**src/shared/pfs_pkg.sv**
```systemverilog
// Package for the power-stage fault supervisor.
// Assumes a 250 MHz logic clock and an AXI4-Lite master with 32-bit data.
package pfs_pkg;

    // Clock and timing
    localparam int CLK_MHZ = 250;
    localparam int SC_MS_PER_UF = 15;
    localparam int SC_CYC_PER_UF = SC_MS_PER_UF * CLK_MHZ * 1000;

    // Register byte offsets
    localparam logic [7:0] REG_CTRL = 8'h00;
    localparam logic [7:0] REG_STATUS = 8'h04;

    // Control field positions
    localparam int CTRL_MODE_LSB = 0;
    localparam int CTRL_PKG_BIT = 2;
    localparam int CTRL_CAP_LSB = 8;
    localparam logic [31:0] CTRL_RESET = 32'h0000_0100;

    // Status field positions
    localparam int ST_STATE_LSB = 0;
    localparam int ST_THERM_BIT = 4;
    localparam int ST_UV_BIT = 5;
    localparam int ST_OLP_LSB = 8;
    localparam int ST_SHORT_BIT = 12;
    localparam int ST_READY_BIT = 13;
    localparam int ST_SD_BIT = 14;
    localparam int ST_ON_LSB = 16;
    localparam int ST_TEMP_LSB = 20;

    // AXI responses
    localparam logic [1:0] RESP_OKAY = 2'h0;
    localparam logic [1:0] RESP_DECERR = 2'h3;

    typedef enum logic [1:0] {
        MODE_BRIDGED = 2'b00,
        MODE_PARALLEL = 2'b01,
        MODE_SINGLE = 2'b10
    } pfs_mode_e;

    typedef enum logic [1:0] {
        ST_POR = 2'b00,
        ST_CHK_GND = 2'b01,
        ST_CHK_SUP = 2'b10,
        ST_RUN = 2'b11
    } pfs_state_e;

    // Comparator and pin levels arriving from outside the clock domain
    typedef struct packed {
        logic ctrlReset_n;
        logic commonSupplyOk;
        logic [3:0] gateDriveSupplyOk;
        logic [3:0] bootstrapOk;
        logic temp100;
        logic temp125;
        logic temp155;
        logic [3:0] shortToGnd;
        logic [3:0] shortToStageSupply;
        logic [3:0] overcurrent;
        logic [3:0] overload;
        logic nearSat;
    } pfs_sense_s;

    // Half-bridge drive controls
    typedef struct packed {
        logic [3:0] switchEn;
        logic [3:0] weakPulldown;
    } pfs_drive_s;

endpackage

```
**src/rtl/pfs_fault_supervisor.sv**
```systemverilog
// Fault supervisor of a four-half-bridge power stage with AXI4-Lite registers.
// Assumes analog comparators deliver levels asynchronously; open-drain pins are
// resolved outside from the output enables.
// How it works
// Errors switch off mode-defined half-bridge groups.
// Bootstrap undervoltage stops only its half-bridge.
// Short check runs once at supply start.
// Found short holds Hi-Z until removed.
// Check ground shorts first, then supply shorts.
// Check length scales with filter capacitance.
// During check hold fault low, ignore reset; a reset rising edge still clears overload.
// Clean check releases the fault output.
// Reset pulse never restarts the short check.
// Short check skipped in single-ended mode.
// Quad-flat variant warns at 100 and 125.
// Small-outline variant warns only at 125.
// Over 155 degrees: Hi-Z all, fault low.
// Thermal shutdown latched until reset pin asserted.
// Power-on clears overload, waits for supplies.
// Supply undervoltage: all Hi-Z, fault low.
// Undervoltage recovery is automatic without reset.
// Reset low: Hi-Z, pulldowns in bridged modes.
// Reset low forces fault output released.
// Reset rising edge clears overload, restarts.
// Controller waits 4 ms after fault edge.
// Ready drops on overcurrent.
// Any shutdown fault drives fault output low.
// Other faults recover once condition clears.
// Controller counts hold-off with own clock.
`timescale 1ns/1ps
module pfs_fault_supervisor
    import pfs_pkg::*;
#(
    parameter int CYC_PER_UF = SC_CYC_PER_UF
) (
    // Clock and reset
    input wire logic ref_clk,
    input wire logic rst_b,
    // AXI4-Lite slave
    input wire logic [7:0] s_axi_awaddr,
    input wire logic s_axi_awvalid,
    output logic s_axi_awready,
    input wire logic [31:0] s_axi_wdata,
    input wire logic [3:0] s_axi_wstrb,
    input wire logic s_axi_wvalid,
    output logic s_axi_wready,
    output logic [1:0] s_axi_bresp,
    output logic s_axi_bvalid,
    input wire logic s_axi_bready,
    input wire logic [7:0] s_axi_araddr,
    input wire logic s_axi_arvalid,
    output logic s_axi_arready,
    output logic [31:0] s_axi_rdata,
    output logic [1:0] s_axi_rresp,
    output logic s_axi_rvalid,
    input wire logic s_axi_rready,
    // Asynchronous sense levels
    input wire pfs_sense_s sense,
    // Half-bridge drive
    output pfs_drive_s drive,
    // Open-drain status pins, enable high while pulling low
    output logic shutdownFaultOut,
    output logic shutdownFaultOe,
    output logic tempWarnLowOut,
    output logic tempWarnLowOe,
    output logic tempWarnHighOut,
    output logic tempWarnHighOe,
    // Indications
    output logic ready,
    output logic nearSaturationFlag
);

    localparam int SW = $bits(pfs_sense_s);
    // Reset pin sits in its idle high level so no false reset edge follows rst_b
    localparam logic [SW-1:0] SENSE_IDLE = {1'b1, {(SW-1){1'b0}}};

    // Two-stage synchroniser for every outside level
    logic [SW-1:0] senseMeta;
    logic [SW-1:0] senseSync;
    pfs_sense_s s;
    assign s = pfs_sense_s'(senseSync);

    always_ff @(posedge ref_clk) begin
        if (!rst_b) begin
            senseMeta <= SENSE_IDLE;
            senseSync <= SENSE_IDLE;
        end else begin
            senseMeta <= sense;
            senseSync <= senseMeta;
        end
    end

    // Registers
    logic [31:0] ctrl;
    pfs_state_e state;
    pfs_state_e next_state;
    logic [31:0] stepCnt;
    logic thermLatch;
    logic [3:0] olpLatch;
    logic resetPinQ;
    logic shortSeen;

    wire pfs_mode_e mode = pfs_mode_e'(ctrl[CTRL_MODE_LSB +: 2]);
    wire smallOutline = ctrl[CTRL_PKG_BIT];
    wire [7:0] capUf = ctrl[CTRL_CAP_LSB +: 8];
    wire [7:0] capEff = (capUf == 8'h00) ? 8'h01 : capUf;
    // Each of the two steps gets half the per-microfarad budget
    wire [31:0] stepLimit = 32'(capEff) * 32'(CYC_PER_UF / 2);

    wire resetPin_n = s.ctrlReset_n;
    wire resetRise = resetPin_n & ~resetPinQ;
    wire checking = (state == ST_CHK_GND) || (state == ST_CHK_SUP);
    wire supplyOk = s.commonSupplyOk & (&s.gateDriveSupplyOk);
    wire underVolt = ~supplyOk;
    // Reset pin low level has no effect while the check runs; its rising edge still clears overload
    wire resetHeld = ~resetPin_n & ~checking;
    wire stepDone = (stepCnt >= stepLimit);
    wire shortNow = (state == ST_CHK_GND) ? |s.shortToGnd : |s.shortToStageSupply;

    // Start-up sequence; leaving ST_RUN only happens through the logic reset
    always_comb begin
        next_state = state;
        case (state)
            ST_POR: begin
                if (supplyOk) begin
                    next_state = (mode == MODE_SINGLE) ? ST_RUN : ST_CHK_GND;
                end
            end
            ST_CHK_GND: begin
                if (stepDone && !shortNow) begin
                    next_state = ST_CHK_SUP;
                end
            end
            ST_CHK_SUP: begin
                if (stepDone && !shortNow) begin
                    next_state = ST_RUN;
                end
            end
            ST_RUN: next_state = ST_RUN;
            default: next_state = ST_POR;
        endcase
    end

    always_ff @(posedge ref_clk) begin
        if (!rst_b) begin
            state <= ST_POR;
            stepCnt <= '0;
            shortSeen <= 1'b0;
        end else begin
            state <= next_state;
            // A present short restarts the settling count of the step
            if (!checking || next_state != state || shortNow) begin
                stepCnt <= '0;
            end else begin
                stepCnt <= stepCnt + 32'h0000_0001;
            end
            if (checking && shortNow) begin
                shortSeen <= 1'b1;
            end
        end
    end

    // Latched faults: set wins over the reset-pin clear
    always_ff @(posedge ref_clk) begin
        if (!rst_b) begin
            thermLatch <= 1'b0;
            olpLatch <= '0;
            resetPinQ <= 1'b1;
        end else begin
            resetPinQ <= resetPin_n;
            thermLatch <= (thermLatch & ~resetHeld) | s.temp155;
            olpLatch <= (olpLatch & ~{4{resetHeld | resetRise}}) | s.overload;
        end
    end

    // Half-bridge grouping of local errors
    wire [3:0] localErr = olpLatch | s.overcurrent;
    wire pairAB = localErr[0] | localErr[1];
    wire pairCD = localErr[2] | localErr[3];
    wire [3:0] groupOff = (mode == MODE_PARALLEL) ? {4{|localErr}} :
                          {pairCD, pairCD, pairAB, pairAB};
    wire globalOff = thermLatch | underVolt | (state != ST_RUN) | ~resetPin_n;
    wire [3:0] next_switchEn = ~groupOff & s.bootstrapOk & {4{~globalOff}};
    wire [3:0] next_pulldown = {4{resetHeld & (mode != MODE_SINGLE)}};

    wire anyFault = thermLatch | underVolt | (|olpLatch) | (state == ST_POR);
    // Fault pin pulled low during the check or on a shutdown fault
    wire next_sdLow = checking | (anyFault & resetPin_n);
    wire next_ready = (state == ST_RUN) & ~(|s.overcurrent) & ~globalOff & ~(|olpLatch);
    wire next_warnLow = ~smallOutline & s.temp100;
    wire next_warnHigh = s.temp125;

    always_ff @(posedge ref_clk) begin
        if (!rst_b) begin
            drive <= '0;
            shutdownFaultOe <= 1'b1;
            tempWarnLowOe <= 1'b0;
            tempWarnHighOe <= 1'b0;
            ready <= 1'b0;
            nearSaturationFlag <= 1'b0;
        end else begin
            drive.switchEn <= next_switchEn;
            drive.weakPulldown <= next_pulldown;
            shutdownFaultOe <= next_sdLow;
            tempWarnLowOe <= next_warnLow;
            tempWarnHighOe <= next_warnHigh;
            ready <= next_ready;
            nearSaturationFlag <= s.nearSat;
        end
    end

    // Open-drain pins only ever pull low
    always_ff @(posedge ref_clk) begin
        shutdownFaultOut <= 1'b0;
        tempWarnLowOut <= 1'b0;
        tempWarnHighOut <= 1'b0;
    end

    // AXI4-Lite write channel: address and data taken in either order
    logic awHeld;
    logic wHeld;
    logic [7:0] awAddr;
    logic [31:0] wData;
    logic [3:0] wStrb;

    wire awTake = s_axi_awvalid & s_axi_awready;
    wire wTake = s_axi_wvalid & s_axi_wready;
    wire doWrite = awHeld & wHeld & ~s_axi_bvalid;
    wire wrHitCtrl = (awAddr == REG_CTRL);
    wire wrHitStatus = (awAddr == REG_STATUS);

    always_ff @(posedge ref_clk) begin
        if (!rst_b) begin
            awHeld <= 1'b0;
            wHeld <= 1'b0;
            awAddr <= '0;
            wData <= '0;
            wStrb <= '0;
            s_axi_awready <= 1'b0;
            s_axi_wready <= 1'b0;
            s_axi_bvalid <= 1'b0;
            s_axi_bresp <= RESP_OKAY;
            ctrl <= CTRL_RESET;
        end else begin
            s_axi_awready <= ~awHeld & ~awTake & ~s_axi_awready;
            s_axi_wready <= ~wHeld & ~wTake & ~s_axi_wready;
            if (awTake) begin
                awHeld <= 1'b1;
                awAddr <= s_axi_awaddr;
            end
            if (wTake) begin
                wHeld <= 1'b1;
                wData <= s_axi_wdata;
                wStrb <= s_axi_wstrb;
            end
            if (doWrite) begin
                awHeld <= 1'b0;
                wHeld <= 1'b0;
                s_axi_bvalid <= 1'b1;
                s_axi_bresp <= (wrHitCtrl | wrHitStatus) ? RESP_OKAY : RESP_DECERR;
                if (wrHitCtrl) begin
                    for (int i = 0; i < 4; i++) begin
                        if (wStrb[i]) begin
                            ctrl[i*8 +: 8] <= wData[i*8 +: 8];
                        end
                    end
                end
            end else if (s_axi_bvalid && s_axi_bready) begin
                s_axi_bvalid <= 1'b0;
            end
        end
    end

    // Read channel
    wire [31:0] ctrlView = {16'h0000, ctrl[CTRL_CAP_LSB +: 8], 5'h00, ctrl[2:0]};
    wire [31:0] statusView = (32'(state) << ST_STATE_LSB)
                           | (32'(thermLatch) << ST_THERM_BIT)
                           | (32'(underVolt) << ST_UV_BIT)
                           | (32'(olpLatch) << ST_OLP_LSB)
                           | (32'(shortSeen) << ST_SHORT_BIT)
                           | (32'(ready) << ST_READY_BIT)
                           | (32'(shutdownFaultOe) << ST_SD_BIT)
                           | (32'(drive.switchEn) << ST_ON_LSB)
                           | (32'({s.temp155, s.temp125, s.temp100}) << ST_TEMP_LSB);
    wire rdHitCtrl = (s_axi_araddr == REG_CTRL);
    wire rdHitStatus = (s_axi_araddr == REG_STATUS);
    wire [31:0] rdMux = rdHitCtrl ? ctrlView : (rdHitStatus ? statusView : 32'h0000_0000);
    wire arTake = s_axi_arvalid & s_axi_arready;

    always_ff @(posedge ref_clk) begin
        if (!rst_b) begin
            s_axi_arready <= 1'b0;
            s_axi_rvalid <= 1'b0;
            s_axi_rdata <= '0;
            s_axi_rresp <= RESP_OKAY;
        end else begin
            s_axi_arready <= ~s_axi_rvalid & ~arTake & ~s_axi_arready;
            if (arTake) begin
                s_axi_rvalid <= 1'b1;
                s_axi_rdata <= rdMux;
                s_axi_rresp <= (rdHitCtrl | rdHitStatus) ? RESP_OKAY : RESP_DECERR;
            end else if (s_axi_rvalid && s_axi_rready) begin
                s_axi_rvalid <= 1'b0;
            end
        end
    end

endmodule

```
**config.mk**
```make
export PLATFORM = sky130hd
export DESIGN_NAME = pfs_fault_supervisor
export DESIGN_NICKNAME = d
export VERILOG_FILES = /design/src/shared/pfs_pkg.sv /design/src/rtl/pfs_fault_supervisor.sv
export SDC_FILE = /design/constraint.sdc
export NUM_CORES = 1
export LEC_CHECK = 0
export ABC_CLOCK_PERIOD_IN_PS = 7200
export BUFFER_PORTS_ARGS = -buffer_cell sky130_fd_sc_hd__buf_2
export CORE_MARGIN = 8
export CORE_UTILIZATION = 23
export CTS_CLUSTER_SIZE = 14
export DETAILED_ROUTE_END_ITERATION = 16
export MAX_ROUTING_LAYER = met4
export PLACE_DENSITY = 0.49
export SETUP_SLACK_MARGIN = 0.4
export SYNTH_ARGS = -nofsm -noshare
export SYNTH_HDL_FRONTEND = slang
export SYNTH_SLANG_ARGS = --single-unit
```
**constraint.sdc**
```tcl
create_clock -name ref_clk -period 7.2 [get_ports ref_clk]
set_clock_uncertainty 0.15 [all_clocks]
set_input_delay 0.72 -clock ref_clk [delete_from_list [all_inputs] [get_ports ref_clk]]
set_output_delay 0.72 -clock ref_clk [all_outputs]
set_load 0.005 [all_outputs]
```
==> reports/summary.log <==
qor: logic_synthesis.synth.cell_area 0.00963 mm^2
qor: clock_network.cts_sinks 172
qor: critical_path.ff2ff_setup_slack 760 ps
qor: floorplanning.core_area 0.0417 mm^2
qor: job.maxCapViolCount 0
qor: placed_design.finalWeightedCongestion 0.815
qor: sta.max_slew_headroom 0.302
qor: detailed_routing.drt_pass1_iterations 7
qor: logic_synthesis.synth.avg_cell_area 9.19 um^2
qor: logic_synthesis.synthCells 1048
qor: placed_design.number_of_placed_cells_counting_well_taps 1658
qor: critical_path.crit_path_top_delay_cell fa_1
qor: cells_and_area.instances_no_fill 1691
qor: power_and_ir_drop.power.total 0.00200 W
qor: global_routing.global_route_wire_length_before_repair 37.9 mm
qor: cells_and_area.final_layout_size_suffix_gt1_frac 0.172
qor: sta.layout_min_cycle_time 6440 ps
qor: cells_and_area.diodes 0
qor: global_routing.grt_overflow_total 0
qor: clock_network.clockRootBuffer clkbuf_16
qor: cells_and_area.finish.net_count 1348
qor: logic_synthesis.synth_seq_cells 172
qor: critical_path.required 7360 ps
qor: sta.period_share 0.895
qor: floorplanning.floorplan.io_pins 146
qor: critical_path.critical_path_peak_fanout 17
qor: critical_path.criticalPathCategory reg -> reg
qor: logic_synthesis.netlist-cell-type-count 66
qor: floorplanning.fp.dieArea 0.0487 mm^2
qor: logic_synthesis.synth-warning-count 0
qor: sta.finalHoldViolations 0
qor: detailed_routing.routed_wire_length_per_instance 13.6 um
qor: placed_design.hpwlAfterDp 17.9 mm
qor: detailed_routing.detail_route.wirelength 23.0 mm
qor: logic_synthesis.synth-async-reset-ratio 0
qor: clock_network.cts.reportedPaths.clkPinSlew 70 ps
qor: power_and_ir_drop.ir_drop 0.139 mV
qor: placed_design.numPortBuffers 107
qor: critical_path.critical_path_most_common_cell ha_1
qor: critical_path.startpoint ctrl[14]
qor: detailed_routing.drcViolationCount 0
qor: global_routing.grt_antenna_before_repair 0
qor: detailed_routing.num_vias 7230
qor: critical_path.worst_r2r_path_depth 25
qor: floorplanning.placement_rows 75
qor: power_and_ir_drop.power.density 177 mW/mm^2
qor: floorplanning.die_y 221 um
qor: sta.slew_viol_final 0
qor: global_routing.grt_start_max_net_pins 136
qor: run_status.outcome finished clean
qor: floorplanning.floorplan.initialDensity 0.231
qor: sta.fmaxAchievable 155 MHz
qor: logic_synthesis.synthFlopType dfxtp_1
qor: sta.setup_repair_after_global_routing_missed_its_margin no
qor: clock_network.cts-htree-levels 4
qor: critical_path.r2r-start ctrl[14]
qor: clock_network.cts_buffer_depth 2
qor: sta.setup_violations 0
qor: power_and_ir_drop.p_leak 4.78 nW
qor: global_routing.first_global_vias 7406
qor: floorplanning.floorplan.die.width 221 um
qor: sta.fin_tns_setup 0 ps
qor: clock_network.clock_buffers_created_by_tritoncts 17
qor: detailed_routing.drt_iter0_drc 300
qor: critical_path.worst_ep_arrival_time 6600 ps
qor: logic_synthesis.synth_enable_flop_cells 0
qor: critical_path.crit_path_start_kind register
qor: cells_and_area.layout_stage_area_growth_over_the_synthesis_result 17.4%
qor: logic_synthesis.portion_of_the_post_synthesis_area_used_by_sequential_elements 0.357
qor: detailed_routing.antenna_left 0
qor: critical_path.endpoint stepCnt[25]
qor: worst_hold_path.min_delay_worst_type reg -> reg
qor: clock_network.tritoncts done
qor: critical_path.crit_path_end_kind register
qor: global_routing.grt_util_all_layers 0.0999
qor: critical_path.max_stage_delay 550 ps
qor: critical_path.critical_path.reg2reg.endpoint stepCnt[25]
qor: sta.worst_pin_slew 1050 ps
qor: clock_network.clock_insertion_delay_worst_skew 430 ps
qor: detailed_routing.routed_via_density 4.28
qor: cells_and_area.fillerInstances 4550
[metrics by stage]
stage	setup WS, ps	hold WS (ps)	cell area [um^2]	util
after global routing	410	292	11300	0.271
after detailed placement	490	248	10700	0.256
final	757	274	11300	0.271
after global placement	456	248	10700	0.256
after floorplan	1290	236	9680	-
after CTS	452	277	11300	0.270
[worst min-delay path by stage]
stage                  startpoint       end  slack [ps]  cells after the start
finish              senseMeta[29]     s[29]         270                      1
global route                s[21]  drive[5]         290                      1
CTS                 senseMeta[29]     s[29]         280                      1
detailed placement  senseMeta[29]     s[29]         250                      1
global placement    senseMeta[29]     s[29]         250                      1
floorplan           senseMeta[29]     s[29]         240                      1
[cell usage in the layout, fill, tap and decap left out, drive strengths merged, types with 6 or more instances in the layout]
| cell type | synthesis | layout |
|---|---|---|
| a22oi | 12 | 12 |
| a21boi | 33 | 33 |
| dfxtp | 172 | 172 |
| nor2 | 37 | 37 |
| o21ai | 34 | 34 |
| nand3 | 41 | 41 |
| ha | 97 | 97 |
| a21o | 7 | 7 |
| nor2b | 20 | 20 |
| xor2 | 21 | 21 |
| buf | 28 | 116 |
| clkinv | 1 | 6 |
| nand2 | 99 | 99 |
| conb | 1 | 15 |
| inv | 74 | 82 |
| a21oi | 40 | 40 |
| nor4 | 10 | 10 |
| nor3 | 45 | 45 |
| clkbuf | 30 | 17 |
| mux2i | 11 | 11 |
| nand4 | 11 | 11 |
| o21a | 7 | 7 |
| nor3b | 7 | 7 |
| and3 | 6 | 6 |
| xnor2 | 30 | 30 |
| nand2b | 14 | 14 |
| and2 | 80 | 80 |
| fa | 23 | 23 |
[kinds of logic after synthesis]
family / synth area share
adders and majority gates: 0.174
DFF: 0.357
and+or+nand+nor: 0.229
other: 0.000389
buffers and inverters: 0.0631
AOI/OAI and AO/OA: 0.116
xor gates and xnor gates: 0.0464
muxes: 0.0138
[registers in the layout, indices dropped and copies added (netlist names), 2 cells and up]
name         count
stepCnt         32
s               30
senseMeta       30
s_axi_rdata     20
ctrl            11
wData           11
awAddr           8
drive            5
olpLatch         4
state            2
wStrb            2
[cell type report]
class                   count  area, um^2  area share
flip-flops and latches    172        3440       0.305
well taps                 539         674      0.0596
inverters                  75         282      0.0249
clock inverters            15         173      0.0153
repair buffers            116         631      0.0558
multi-input cells         757        5680       0.502
clock buffers              17         425      0.0376
[where the power goes]
group	leakage, nW	internal (W)	switching (W)
Combinational	3.09	0.0000392	0.0000413
Sequential	1.40	0.000978	0.0000137
Clock	0.292	0.000497	0.000435
Total	4.78	0.00151	0.000490
[worst max-delay path: cells and delay by family, from the launching register on]
kind / cells / cell delay, ps
buffers and inverters: 5 / 610
flip-flops: 1 / 380
multiplexers: 1 / 270
adder cells (fa/ha/maj): 6 / 2130
AND/OR/NAND/NOR: 6 / 1040
AO/OA/AOI/OAI: 7 / 1730
[metal layers]
layer  global-route usage  wire, um  vias up  share of wire
met4               0.0318       491        0          0.021
met2                0.161     10700      126           0.47
met5                    -         0        -              0
met1                0.124     11100     3369           0.48
met3               0.0223       730       22          0.032
li1                     -         -     3713              -
[synth_stat cells, drive strengths merged (4+ instances only)]
cell	instances	share of area
a21boi	33	0.026
a21o	7	0.0055
a21oi	40	0.021
a22oi	12	0.0094
a31oi	5	0.0032
and2	80	0.052
and3	6	0.0039
and4	5	0.0045
buf	28	0.022
clkbuf	30	0.012
dfxtp	172	0.36
fa	23	0.048
ha	97	0.13
inv	74	0.029
mux2i	11	0.011
nand2	99	0.039
nand2b	14	0.0091
nand3	41	0.022
nand4	11	0.0071
nor2	37	0.015
nor2b	20	0.013
nor3	45	0.039
nor3b	7	0.0055
nor4	10	0.0081
o21a	7	0.0055
o21ai	34	0.018
o21bai	5	0.0039
o22ai	4	0.0032
or3	4	0.0026
xnor2	30	0.027
xor2	21	0.019
[timing repair]
| action | 4_1_cts | 5_1_grt |
|---|---|---|
| gates resized for setup | 0 | 8 |
| endpoints found under the setup margin | 0 | 34 |
| setup buffers | 0 | 1 |
| endpoints found under the hold margin | 0 | 0 |
| hold buffers | 0 | 0 |
No activity file was read; power rests on OpenSTA's default activity.
